File: src/design/fls_defs.svh
// constants for the fuse, lock and signature store
// assumes one clock domain; values are the unprogrammed/default patterns
`ifndef FLS_DEFS_SVH
`define FLS_DEFS_SVH

// software readback pointer values
`define FLS_PTR_LOW   16'h0000
`define FLS_PTR_LOCK  16'h0001
`define FLS_PTR_EXT   16'h0002
`define FLS_PTR_HIGH  16'h0003

// programmer byte selects
`define FLS_SEL_LOW   2'h0
`define FLS_SEL_LOCK  2'h1
`define FLS_SEL_EXT   2'h2
`define FLS_SEL_HIGH  2'h3
`define FLS_SIG_0     2'h0
`define FLS_SIG_1     2'h1
`define FLS_SIG_2     2'h2
`define FLS_SIG_CAL   2'h3

// reset (default) values
`define FLS_LOCK_RST  8'hff
`define FLS_EXT_RST   8'hff
`define FLS_HIGH_RST  8'hdf
`define FLS_LOW_RST   8'h62

// field positions
`define FLS_LOCK_LO   0
`define FLS_LOCK_HI   1
`define FLS_EXT_SELF  0
`define FLS_HI_RSTD   7
`define FLS_HI_DBG    6
`define FLS_HI_SPI    5
`define FLS_HI_WDT    4
`define FLS_HI_PRES   3
`define FLS_LO_DIV    7
`define FLS_LO_CKO    6
`define FLS_LOCK_KEEP 8'hfc

// cycles from request to answer
`define FLS_ANS_LAT   1

`endif

File: src/design/fls_pkg.sv
// types shared by the fuse, lock and signature store
// assumes the constants header is included where numbers are needed
package fls_pkg;
  typedef enum logic [2:0] {
    FLS_OP_NOP    = 3'b000,
    FLS_OP_WR_CFG = 3'b001,
    FLS_OP_WR_LCK = 3'b010,
    FLS_OP_ERASE  = 3'b011,
    FLS_OP_RD_CFG = 3'b100,
    FLS_OP_RD_SIG = 3'b101
  } fls_op_e;

  typedef enum logic [1:0] {
    FLS_MODE_3 = 2'b00,
    FLS_MODE_X = 2'b01,
    FLS_MODE_2 = 2'b10,
    FLS_MODE_1 = 2'b11
  } fls_lock_mode_e;
endpackage

File: src/design/fls_sync_if.sv
// carrier between the store and its pin synchroniser
// assumes both ends share mclk
`timescale 1ns/1ps
interface fls_sync_if #(parameter int W = 2);
  logic [W-1:0] raw;
  logic [W-1:0] sync;
  modport sync_side (input raw, output sync);
  modport user_side (output raw, input sync);
endinterface

File: src/design/fls_store.sv
// fuse bytes, lock bits, signature and calibration store
// assumes programmer requests and cpu reads come from mclk logic;
// the two programming-mode pins are asynchronous and get synchronised
`timescale 1ns/1ps
`include "fls_defs.svh"
module fls_store #(
  parameter logic [7:0] SIG_BYTE0 = 8'h5a, // arbitrary identity value
  parameter logic [7:0] SIG_BYTE1 = 8'h3c, // arbitrary identity value
  parameter logic [7:0] SIG_BYTE2 = 8'ha5, // arbitrary identity value
  parameter logic [7:0] OSC_CAL   = 8'h80
) (
  input  wire logic            mclk,
  input  wire logic            rst,
  input  wire logic            sys_reset,
  input  wire logic            serial_prog_pin,
  input  wire logic            hv_prog_pin,
  input  wire logic            prog_req,
  input  fls_pkg::fls_op_e     prog_op,
  input  wire logic [1:0]      prog_addr,
  input  wire logic [7:0]      prog_wdata,
  output logic                 prog_ack,
  output logic                 prog_refused,
  output logic [7:0]           prog_rdata,
  output logic                 chip_erase,
  output logic                 erase_data_mem,
  input  wire logic            cpu_rd,
  input  wire logic [15:0]     cpu_ptr,
  output logic                 cpu_rvalid,
  output logic [7:0]           cpu_rdata,
  input  wire logic            trim_wr,
  input  wire logic [7:0]      trim_wdata,
  output logic [7:0]           oscillator_trim_register,
  output logic                 in_prog_mode,
  output logic                 mem_program_allow,
  output logic                 mem_verify_allow,
  output logic                 debug_link_enable,
  output logic                 debug_readout_allow,
  output logic                 data_memory_preserve,
  output logic                 clock_output_enable,
  output logic [3:0]           clock_source_select,
  output logic [1:0]           startup_time_select,
  output logic                 clock_divide_enable,
  output logic                 external_reset_disable,
  output logic                 watchdog_forced_on,
  output logic [2:0]           brownout_level_select,
  output logic                 self_program_enable
);
  import fls_pkg::*;

  fls_sync_if #(.W(2)) pins ();
  logic       ser_s;
  logic       hv_s;
  logic       in_prog;
  logic       prog_entry;
  logic       prog_exit;
  logic       latch_now;
  logic       ok;
  logic       erase_go;
  logic       fuse_locked;

  logic [7:0] lock_q, lock_d, low_q, low_d, high_q, high_d, ext_q, ext_d;
  logic [7:0] cfg_low_q, cfg_low_d, cfg_high_q, cfg_high_d;
  logic [7:0] cfg_ext_q, cfg_ext_d;
  logic       in_prog_q, pwr_pend_q, pwr_pend_d;
  logic       ack_q, ack_d, ref_q, ref_d, erase_q, erase_d, edm_q, edm_d;
  logic [7:0] rdata_q, rdata_d, trim_q, trim_d, crd_q, crd_d;
  logic       cval_q, cval_d;

  // mode pins cross into mclk before anything looks at them
  assign pins.raw = {hv_prog_pin, serial_prog_pin};
  fls_sync #(.W(2)) i_fls_sync (
    .mclk (mclk),
    .rst  (rst),
    .s    (pins)
  );
  assign ser_s = pins.sync[0];
  assign hv_s  = pins.sync[1];

  // session and latch events
  assign in_prog     = ser_s | hv_s;
  assign prog_entry  = in_prog & ~in_prog_q;
  assign prog_exit   = ~in_prog & in_prog_q;
  // exit applies the session's writes; entry and power-up load the image
  assign latch_now   = prog_entry | prog_exit
                       | (pwr_pend_q & ~in_prog);
  assign ok          = prog_req & in_prog;
  assign erase_go    = ok & (prog_op == FLS_OP_ERASE);
  assign fuse_locked = ~lock_q[`FLS_LOCK_LO];

  // nonvolatile image, programmer commands and answers
  always_comb begin
    lock_d  = lock_q;
    low_d   = low_q;
    high_d  = high_q;
    ext_d   = ext_q;
    ack_d   = prog_req;
    ref_d   = prog_req & ~in_prog;
    erase_d = 1'b0;
    edm_d   = 1'b0;
    rdata_d = rdata_q;
    if (ok) begin
      case (prog_op)
        FLS_OP_WR_CFG: begin
          if (fuse_locked || prog_addr == `FLS_SEL_LOCK) begin
            ref_d = 1'b1;
          end else if (prog_addr == `FLS_SEL_LOW) begin
            low_d = prog_wdata;
          end else if (prog_addr == `FLS_SEL_EXT) begin
            ext_d = prog_wdata;
          end else begin
            high_d = prog_wdata;
            // serial session cannot touch its own enable fuse
            if (ser_s && !hv_s) begin
              high_d[`FLS_HI_SPI] = high_q[`FLS_HI_SPI];
            end
          end
        end
        FLS_OP_WR_LCK: begin
          // programming only ever clears lock bits
          lock_d = lock_q & (prog_wdata | `FLS_LOCK_KEEP);
        end
        FLS_OP_ERASE: begin
          lock_d  = `FLS_LOCK_RST;
          erase_d = 1'b1;
          edm_d   = high_q[`FLS_HI_PRES];
        end
        FLS_OP_RD_CFG: begin
          case (prog_addr)
            `FLS_SEL_LOW:  rdata_d = low_q;
            `FLS_SEL_LOCK: rdata_d = lock_q;
            `FLS_SEL_EXT:  rdata_d = ext_q;
            default:       rdata_d = high_q;
          endcase
        end
        FLS_OP_RD_SIG: begin
          case (prog_addr)
            `FLS_SIG_0: rdata_d = SIG_BYTE0;
            `FLS_SIG_1: rdata_d = SIG_BYTE1;
            `FLS_SIG_2: rdata_d = SIG_BYTE2;
            default:    rdata_d = OSC_CAL;
          endcase
        end
        default: ref_d = 1'b1;
      endcase
    end
  end

  // working configuration, only moved on a latch event
  always_comb begin
    cfg_low_d  = cfg_low_q;
    cfg_high_d = cfg_high_q;
    cfg_ext_d  = cfg_ext_q;
    pwr_pend_d = 1'b0;
    if (latch_now) begin
      cfg_low_d  = low_q;
      cfg_high_d = high_q;
      cfg_ext_d  = ext_q;
    end
  end

  // trim register and cpu readback
  always_comb begin
    trim_d = trim_q;
    if (sys_reset) begin
      trim_d = OSC_CAL;
    end else if (trim_wr) begin
      trim_d = trim_wdata;
    end
    cval_d = cpu_rd;
    crd_d  = crd_q;
    if (cpu_rd) begin
      case (cpu_ptr)
        `FLS_PTR_LOW:  crd_d = low_q;
        `FLS_PTR_LOCK: crd_d = lock_q;
        `FLS_PTR_EXT:  crd_d = ext_q;
        `FLS_PTR_HIGH: crd_d = high_q;
        default:       crd_d = 8'hff;
      endcase
    end
  end

  // all state; power reset loads the unprogrammed image
  always_ff @(posedge mclk) begin
    if (rst) begin
      lock_q     <= `FLS_LOCK_RST;
      low_q      <= `FLS_LOW_RST;
      high_q     <= `FLS_HIGH_RST;
      ext_q      <= `FLS_EXT_RST;
      cfg_low_q  <= `FLS_LOW_RST;
      cfg_high_q <= `FLS_HIGH_RST;
      cfg_ext_q  <= `FLS_EXT_RST;
      in_prog_q  <= 1'b0;
      pwr_pend_q <= 1'b1;
      ack_q      <= 1'b0;
      ref_q      <= 1'b0;
      erase_q    <= 1'b0;
      edm_q      <= 1'b0;
      rdata_q    <= 8'h00;
      trim_q     <= OSC_CAL;
      crd_q      <= 8'h00;
      cval_q     <= 1'b0;
    end else begin
      lock_q     <= lock_d;
      low_q      <= low_d;
      high_q     <= high_d;
      ext_q      <= ext_d;
      cfg_low_q  <= cfg_low_d;
      cfg_high_q <= cfg_high_d;
      cfg_ext_q  <= cfg_ext_d;
      in_prog_q  <= in_prog;
      pwr_pend_q <= pwr_pend_d;
      ack_q      <= ack_d;
      ref_q      <= ref_d;
      erase_q    <= erase_d;
      edm_q      <= edm_d;
      rdata_q    <= rdata_d;
      trim_q     <= trim_d;
      crd_q      <= crd_d;
      cval_q     <= cval_d;
    end
  end

  // answers
  assign prog_ack                 = ack_q;
  assign prog_refused             = ref_q;
  assign prog_rdata               = rdata_q;
  assign chip_erase               = erase_q;
  assign erase_data_mem           = edm_q;
  assign cpu_rvalid               = cval_q;
  assign cpu_rdata                = crd_q;
  assign oscillator_trim_register = trim_q;
  assign in_prog_mode             = in_prog_q;

  // protection from the live lock bits
  assign mem_program_allow = lock_q[`FLS_LOCK_LO];
  assign mem_verify_allow  = lock_q[`FLS_LOCK_HI];
  // debug readout follows the fuse alone, which is why locking needs it off
  assign debug_readout_allow = ~cfg_high_q[`FLS_HI_DBG];
  assign debug_link_enable   = ~cfg_high_q[`FLS_HI_DBG]
                               & (&lock_q[1:0]);
  // preserve fuse is read live, not from the latched copy
  assign data_memory_preserve = ~high_q[`FLS_HI_PRES];

  // decoded working configuration, 0 means programmed
  assign clock_output_enable    = ~cfg_low_q[`FLS_LO_CKO];
  assign clock_source_select    = cfg_low_q[3:0];
  assign startup_time_select    = cfg_low_q[5:4];
  assign clock_divide_enable    = ~cfg_low_q[`FLS_LO_DIV];
  assign external_reset_disable = ~cfg_high_q[`FLS_HI_RSTD];
  assign watchdog_forced_on     = ~cfg_high_q[`FLS_HI_WDT];
  assign brownout_level_select  = cfg_high_q[2:0];
  assign self_program_enable    = ~cfg_ext_q[`FLS_EXT_SELF];

  // checks
  a_lock_rise_erase: assert property (@(posedge mclk) disable iff (rst)
    (|(lock_q & ~$past(lock_q))) |-> $past(erase_go))
    else $error("lock bit returned to 1 without erase");
  a_erase_keeps_fuses: assert property (@(posedge mclk) disable iff (rst)
    erase_go |=> $stable(low_q) && $stable(high_q) && $stable(ext_q)
      && lock_q == `FLS_LOCK_RST && chip_erase)
    else $error("erase changed fuses or missed lock reset");
  a_fuse_write_locked: assert property (@(posedge mclk) disable iff (rst)
    ok && prog_op == FLS_OP_WR_CFG && fuse_locked
      |=> prog_refused && prog_ack && $stable(low_q) && $stable(high_q))
    else $error("fuse write accepted while locked");
  a_mode3_blocks: assert property (@(posedge mclk) disable iff (rst)
    lock_q[1:0] == 2'b00 |-> !mem_verify_allow && !mem_program_allow
      && !debug_link_enable)
    else $error("mode 3 left access open");
  a_cfg_hold: assert property (@(posedge mclk) disable iff (rst)
    !latch_now ##1 !$past(rst) |-> $stable(cfg_low_q) && $stable(cfg_high_q))
    else $error("working config moved without latch");
  a_entry_latch: assert property (@(posedge mclk) disable iff (rst)
    prog_entry |=> cfg_high_q == $past(high_q) && cfg_low_q == $past(low_q))
    else $error("entry did not latch fuses");
  a_sig_readback: assert property (@(posedge mclk) disable iff (rst)
    ok && prog_op == FLS_OP_RD_SIG && prog_addr == `FLS_SIG_1
      |=> prog_rdata == SIG_BYTE1 && !prog_refused)
    else $error("signature read wrong or refused");
  a_trim_write: assert property (@(posedge mclk) disable iff (rst)
    trim_wr && !sys_reset |=> oscillator_trim_register == $past(trim_wdata))
    else $error("trim write lost");
  a_trim_copy: assert property (@(posedge mclk) disable iff (rst)
    sys_reset |=> oscillator_trim_register == OSC_CAL)
    else $error("calibration byte not copied on reset");
  a_cpu_lock_read: assert property (@(posedge mclk) disable iff (rst)
    cpu_rd && cpu_ptr == `FLS_PTR_LOCK |=> cpu_rvalid
      && cpu_rdata == $past(lock_q))
    else $error("pointer 1 did not return lock byte");
  a_serial_spi_keep: assert property (@(posedge mclk) disable iff (rst)
    ok && ser_s && !hv_s && prog_op == FLS_OP_WR_CFG
      |=> $stable(high_q[`FLS_HI_SPI]))
    else $error("serial session changed its enable fuse");
  a_erase_preserve: assert property (@(posedge mclk) disable iff (rst)
    erase_go |=> erase_data_mem == !data_memory_preserve)
    else $error("erase data clear disagrees with preserve fuse");

  c_erase: cover property (@(posedge mclk) disable iff (rst) erase_go);
  c_entry: cover property (@(posedge mclk) disable iff (rst) prog_entry);
  c_exit: cover property (@(posedge mclk) disable iff (rst) prog_exit);
  c_mode3: cover property (@(posedge mclk) disable iff (rst)
    lock_q[1:0] == 2'b00);
  c_cpu_rd: cover property (@(posedge mclk) disable iff (rst) cval_q);
endmodule

File: src/design/fls_sync.sv
// two-flop synchroniser for the programming-mode pins
// assumes pins are asynchronous to mclk; first stage read only by second
`timescale 1ns/1ps
module fls_sync #(
  parameter int W = 2
) (
  input  wire logic mclk,
  input  wire logic rst,
  fls_sync_if.sync_side s
);
  logic [W-1:0] meta_q;
  logic [W-1:0] meta_d;
  logic [W-1:0] sync_q;
  logic [W-1:0] sync_d;

  // next values: plain shift
  always_comb begin
    meta_d = s.raw;
    sync_d = meta_q;
  end

  // registers
  always_ff @(posedge mclk) begin
    if (rst) begin
      meta_q <= '0;
      sync_q <= '0;
    end else begin
      meta_q <= meta_d;
      sync_q <= sync_d;
    end
  end

  assign s.sync = sync_q;
endmodule

File: config.mk
export PLATFORM = sky130hd
export DESIGN_NAME = fls_store
export DESIGN_NICKNAME = d
export VERILOG_FILES = /design/src/design/fls_pkg.sv /design/src/design/fls_sync_if.sv /design/src/design/fls_store.sv /design/src/design/fls_sync.sv
export VERILOG_INCLUDE_DIRS = /design/src /design/src/design
export SDC_FILE = /design/constraint.sdc
export NUM_CORES = 1
export LEC_CHECK = 0
export ABC_AREA = 1
export ABC_CLOCK_PERIOD_IN_PS = 1700
export BUFFER_PORTS_ARGS = -buffer_cell sky130_fd_sc_hd__buf_2
export CORE_ASPECT_RATIO = 0.7
export CORE_UTILIZATION = 35
export CTS_CLUSTER_DIAMETER = 100
export DETAILED_ROUTE_END_ITERATION = 16
export GPL_ROUTABILITY_DRIVEN = 1
export HOLD_SLACK_MARGIN = 0.03
export PLACE_DENSITY_LB_ADDON = 0.12
export REMOVE_ABC_BUFFERS = 1
export SLEW_MARGIN = 20
export SYNTH_ARGS = -nofsm -noshare
export SYNTH_HDL_FRONTEND = slang
export SYNTH_SLANG_ARGS = --single-unit
File: constraint.sdc
create_clock -name mclk -period 1.7 [get_ports mclk]
set_input_delay 0.255 -clock mclk [delete_from_list [all_inputs] [get_ports mclk]]
set_output_delay 0.255 -clock mclk [all_outputs]
set_load 0.01 [all_outputs]
* Word-level counts from Yosys, hierarchy flattened *
Index checks and enable logic that the tools add are counted.

word-level totals
  flip-flop bits (word level) = 84
  latch bits = 0
  memory bits (writable) = 0
  memory bits (read-only) = 0
  input bits = 45
  logic and storage cells = 84
  memories kept = 0

cells by class
  $add $sub $neg = 0
  multiply operators = 0
  div/mod/pow operators = 0
  order comparisons = 0
  equality and inequality tests = 10
  shift-type cells = 0
  multiplexer cells = 10
  bitwise gates (word level) = 26
  reduce and logical (&&, ||, !) cells = 18

operators with widths
  kind                                                               number
  8-bit case mux with 3 select lines                                 2
  16-bit by 2-bit == test with 1-bit output (second input constant)  2
  8-bit case mux with 2 select lines                                 2
  8-bit case mux with 4 select lines                                 1
  16-bit by 1-bit == test with 1-bit output (second input constant)  1
  16-bit zero test                                                   1
  1-bit NOT                                                          16
  5-bit AND reduction                                                2
  8-bit AND                                                          1
  1-bit AND                                                          6
  3-bit by 2-bit == test with 1-bit output (second input constant)   2
  3-bit == test (second input constant)                              2
  2-bit AND reduction                                                3
  6-bit AND reduction                                                1
  1-bit two-way mux                                                  4
  4-bit AND reduction                                                1
  2-bit nonzero test                                                 2
  2-bit OR reduction                                                 2
  4-bit OR reduction                                                 1
  3-bit by 1-bit == test with 1-bit output (second input constant)   1
  1-bit OR                                                           3
  3-bit OR reduction                                                 1
  2-bit by 1-bit == test with 1-bit output (second input constant)   1
  2-bit == test (second input constant)                              1
  5 further kinds                                                    5

* Depth between registers and ports, before layout *
  depth in word-level cells = 6
  depth in mapped cells = 9

* Cells and area by module *
From an unflattened synthesis, not the netlist that was laid out.

second synthesis, totals
  cells, all modules = 465
  area, all modules = 3493.4 um2

by module, submodules not included
  module     times used  cells each  area an instance (um2)  seq. area each (um2)
  fls_store  1           453         3383.2                  1461.4
  fls_sync   1           12          110.1                   80.1

* Worst setup path after synthesis *
Ideal clock, no wire load.

  path kind = input -> register
  start point = input port prog_addr[1]
  end point = register high_q[2]
  setup time = 0.138 ns
  arrival = 1.201 ns
  required time = 1.562 ns
  slack = 0.361 ns
  cell stages on the path = 9
  path buffers = 1
  cell sequence = inv_1 -> ha_1 -> inv_1 -> nand2_1 -> nor2_1 -> nand3_1 -> buf_2 -> nand2_1 -> o211ai_1

on the way
  cells in the longest elaborated chain, start to end = 4
  elaborated cells between the ends (all ways) = 8

RTL lines
  item                                      RTL line          RTL
  start: declaration                        fls_store.sv:19   input wire logic [1:0] prog_addr,
  2-bit by 1-bit == test with 1-bit output  --
  1-bit logical OR (no source line)         --
  1-bit NOT (no source line)                --
  5-bit AND reduction (no source line) *    --
  end signal: assignment                    fls_store.sv:187  high_q <= `FLS_HIGH_RST;
  end signal: assignment                    fls_store.sv:205  high_q <= high_d;
  end: declaration                          fls_store.sv:61   logic [7:0] lock_q, lock_d, low_q, low_d, high_q, high_d, ext_q, ext_d;

Mark *: on every way between the ends. The rest lies on a longest branch, timed or not.
A chain may end at the register's enable or synchronous reset.

* Final worst setup path *
  start point = register i_fls_sync.sync_q[0] (netlist: i_fls_sync.s.sync[0])
  end point = register high_q[1]

on the way
  cells in the longest elaborated chain, start to end = 3

RTL lines
  item                                  RTL line         RTL
  start: declaration                    fls_sync.sv:13   logic [W-1:0] sync_q;
  start signal: assignment              fls_sync.sv:29   sync_q <= sync_d;
  1-bit OR                              fls_store.sv:80  assign in_prog = ser_s | hv_s;
  1-bit AND                             fls_store.sv:86  assign ok = prog_req & in_prog;
  5-bit AND reduction (no source line)  --

Every way passes these cells.

==> out/summary.json <==
{
  "final_sum_of_negative_setup_slack": {"value": 0, "unit": "ns"},
  "area_delta_synth_final": {"value": 25.4, "unit": "%"},
  "grt_max_degree": {"value": 54},
  "layout.cell_area.non_filler": {"value": 4370, "unit": "µm²"},
  "met2RoutedLength": {"value": 3.63, "unit": "mm"},
  "finalHoldViolations": {"value": 0},
  "synth_area": {"value": 3480, "unit": "µm²"},
  "std_cell_rows": {"value": 30},
  "timing.reg2reg.worst_path_depth": {"value": 8},
  "cts_hold_repair.buffers": {"value": 0},
  "root_buffer": {"value": "sky130_fd_sc_hd__clkbuf_16"},
  "antenna_violating_nets_post_route": {"value": 0},
  "final_max_slew_viol_count": {"value": 0},
  "port_buffers": {"value": 93},
  "antennaDiodeCount": {"value": 0},
  "hold_class": {"value": "primary input to flip-flop"},
  "die-height": {"value": 85.5, "unit": "µm"},
  "layout-drive-gt1-share": {"value": 26.2, "unit": "%"},
  "cp_data_arrival_time": {"value": 1.61, "unit": "ns"},
  "power.density": {"value": 999, "unit": "nW/µm²"},
  "multiInputGateArea": {"value": 1600, "unit": "µm²"},
  "dp.final_hpwl": {"value": 7.08, "unit": "mm"},
  "cts.reportedPaths.clkPinSlew": {"value": 0.06, "unit": "ns"},
  "floorplan.initialDensity": {"value": 36.0, "unit": "%"},
  "vdd_drop_max": {"value": 0.000455, "unit": "V"},
  "layout_worst_path_cycle_share": {"value": 82.6, "unit": "%"},
  "cts_tree": {"value": "built"},
  "finalClockSkew": {"value": 0.00738, "unit": "ns"},
  "die_w": {"value": 121, "unit": "µm"},
  "drt_first_iter_violations": {"value": 204},
  "unrepaired_setup_endpoints_after_global_routing": {"value": "false"},
  "ys_seq_elements": {"value": 77},
  "htree_levels": {"value": 3},
  "first_global_vias": {"value": 2824},
  "grt.overflow.total": {"value": 0},
  "holdWs": {"value": 0.119, "unit": "ns"},
  "power_leakage": {"value": 0.00222, "unit": "µW"},
  "design.die.area": {"value": 10400, "unit": "µm²"},
  "place.detailed.instances": {"value": 675},
  "num_cts_buffers": {"value": 9},
  "num_vias": {"value": 3288},
  "run_status": {"value": "complete, no violations"},
  "drt-total-wl": {"value": 9.51, "unit": "mm"},
  "finalSetupViolations": {"value": 0},
  "required": {"value": 1.91, "unit": "ns"},
  "min_delay_path_depth": {"value": 3},
  "clk_latency": {"value": 0.34, "unit": "ns"},
  "route.top_layer_used": {"value": "met4"},
  "post_synth_main_area_contributors": {"value": "sky130_fd_sc_hd__dfxtp_1 44%, sky130_fd_sc_hd__nand2_1 12%, sky130_fd_sc_hd__nand3_1 6.6%"},
  "fin_nets": {"value": 607},
  "max-clock-path-buffers": {"value": 2},
  "core-area": {"value": 9680, "unit": "µm²"},
  "worstSetupEndpointType": {"value": "flip-flop"},
  "finalWorstPathRequiredPeriod": {"value": 1.40, "unit": "ns"},
  "met3_length": {"value": 783, "unit": "µm"},
  "wire_length_of_the_first_global_routing_pass": {"value": 15.2, "unit": "mm"},
  "boundaryPins": {"value": 94},
  "syn-instance-count": {"value": 467},
  "drt-met1-wl": {"value": 5.01, "unit": "mm"},
  "filler_cell_count": {"value": 1029},
  "cts.sinks": {"value": 77},
  "drc_errors": {"value": 0},
  "critical_path_peak_fanout": {"value": 10},
  "ys_warn_count": {"value": 0},
  "resized_gates_after_cts": {"value": 0},
  "worstSetupStartpointType": {"value": "flip-flop"},
  "highest_clock_rate": {"value": 712, "unit": "MHz"},
  "synthDistinctLibCells": {"value": 27},
  "route.detailed.wl_per_inst": {"value": 13.8, "unit": "µm"},
  "max-slew-margin-rel": {"value": 72.2, "unit": "%"},
  "avgSynthCellArea": {"value": 7.46, "unit": "µm²"},
  "dominant_cell_type_by_area_after_synthesis": {"value": "sky130_fd_sc_hd__dfxtp_1"},
  "power": {"value": 4360, "unit": "µW"},
  "place_congestion": {"value": 0.836},
  "dpl-instance-area": {"value": 4050, "unit": "µm²"},
  "worst_max_slew_pin_slew": {"value": 0.416, "unit": "ns"},
  "grt_antenna_before_repair": {"value": 0},
  "grt_util_all_layers": {"value": 19.5, "unit": "%"},
  "timing_worst_setup_path_type": {"value": "flip-flop to flip-flop"},
  "layout.area.seq": {"value": 1540, "unit": "µm²"},
  "drt_first_pass_iters": {"value": 4},
  "sequential_area_share_after_synthesis": {"value": 44.3, "unit": "%"},
  "drv_cap": {"value": 0},
  "synthDominantCellAreaShare": {"value": 44.3, "unit": "%"},
  "finalNonFillerCells": {"value": 690},
  "cts_setup_buffers": {"value": 0},
  "vias_per_cell": {"value": 4.77}
}
==> per-stage QoR <==
stage | setup WS [ns] | utilization, %
global placement | 0.139 | 41.8
CTS | 0.286 | 45.1
detailed placement | 0.103 | 41.8
floorplan | 0.0603 | -
finish | 0.296 | 45.1
global route | 0.109 | 45.1
==> registers in the layout, summed over array words and instances (netlist names), 3 cells and up <==
signal and count:
low_q 8, ext_q 8, cfg_high_q 6, lock_q 3
oscillator_trim_register 8, prog_rdata 8, high_q 8, cfg_low_q 8
cpu_rdata 8
==> synth_stat cells <==
library cell                 n
sky130_fd_sc_hd__o21ai_1     1
sky130_fd_sc_hd__a21oi_2     8
sky130_fd_sc_hd__nor2_8      1
sky130_fd_sc_hd__buf_12      1
sky130_fd_sc_hd__inv_2       3
sky130_fd_sc_hd__o211ai_1   24
sky130_fd_sc_hd__o21ai_0    31
sky130_fd_sc_hd__buf_4      10
sky130_fd_sc_hd__a21oi_1    24
sky130_fd_sc_hd__buf_6       1
sky130_fd_sc_hd__nand3_1    46
sky130_fd_sc_hd__dfxtp_1    77
sky130_fd_sc_hd__clkinv_1    2
sky130_fd_sc_hd__nand2_2     2
sky130_fd_sc_hd__a211oi_1    1
sky130_fd_sc_hd__nor2_1     46
sky130_fd_sc_hd__inv_1      39
sky130_fd_sc_hd__a31oi_1     5
sky130_fd_sc_hd__nor3_1      3
sky130_fd_sc_hd__buf_2       6
sky130_fd_sc_hd__buf_8       1
sky130_fd_sc_hd__nand2_1   111
sky130_fd_sc_hd__ha_1        4
sky130_fd_sc_hd__clkbuf_1    7
sky130_fd_sc_hd__nand3_2     4
sky130_fd_sc_hd__nor2_4      3
sky130_fd_sc_hd__nor2_2      6
==> worst max-delay path, stage by stage, from the launching register on <==
cell	delay [ns]
sky130_fd_sc_hd__dfxtp_1	0.35
sky130_fd_sc_hd__inv_1	0.05
sky130_fd_sc_hd__nand2_1	0.10
sky130_fd_sc_hd__nand2_1	0.12
sky130_fd_sc_hd__nor2_2	0.15
sky130_fd_sc_hd__nand3_1	0.17
sky130_fd_sc_hd__buf_4	0.22
sky130_fd_sc_hd__nand2_1	0.06
sky130_fd_sc_hd__o211ai_1	0.07
==> metal layers <==
metal	global-route usage, %	up-vias
li1	-	1707
met2	25.9	116
met4	5.72	0
met1	29.8	1456
met5	0	-
met3	5.24	9
==> cell type report <==
cell class,instances,share of cell area [%]
Multi-Input combinational cell,320,36.6
Timing Repair Buffer,106,13.5
Clock inverter,4,1.66
Inverter,44,3.78
Tap cell,128,3.67
Sequential cell,77,35.3
Clock buffer,11,5.56
==> placed cells by master, fill, tap and decap left out, drive strengths merged, types with 2 or more instances in the layout <==
cell type,synthesis,layout
a31oi,5,5
inv,42,42
buf,19,106
nand3,50,50
o21ai,32,32
a21oi,32,32
o211ai,24,24
dfxtp,77,77
bufinv,0,2
clkinv,2,3
nor3,3,3
nand2,113,113
clkbuf,7,11
ha,4,4
nor2,56,56
==> power breakdown <==
part	internal [µW]	switching (µW)	total (µW)
logic	166	260	426
registers	1870	28.1	1900
clock network	1310	726	2040
total	3350	1010	4360
==> cells by family (layout without fill, tap and decap cells) <==
family	after synthesis	in the layout	synth area share (%)
buf+inv	70	165	9.85
fa+ha+maj	4	4	1.44
simple gates	222	222	28.1
flops	77	77	44.3
compound gates	94	94	16.3
==> worst paths after layout <==
kind / slack [ns] / to / from
max: 0.30 / high_q[1] / i_fls_sync.s.sync[0]
min: 0.12 / i_fls_sync.meta_q[1] / hv_prog_pin
max reg2reg: 0.30 / high_q[1] / i_fls_sync.s.sync[0]
min reg2reg: 0.41 / i_fls_sync.s.sync[1] / i_fls_sync.meta_q[1]
No activity file was read; power rests on OpenSTA's default activity.
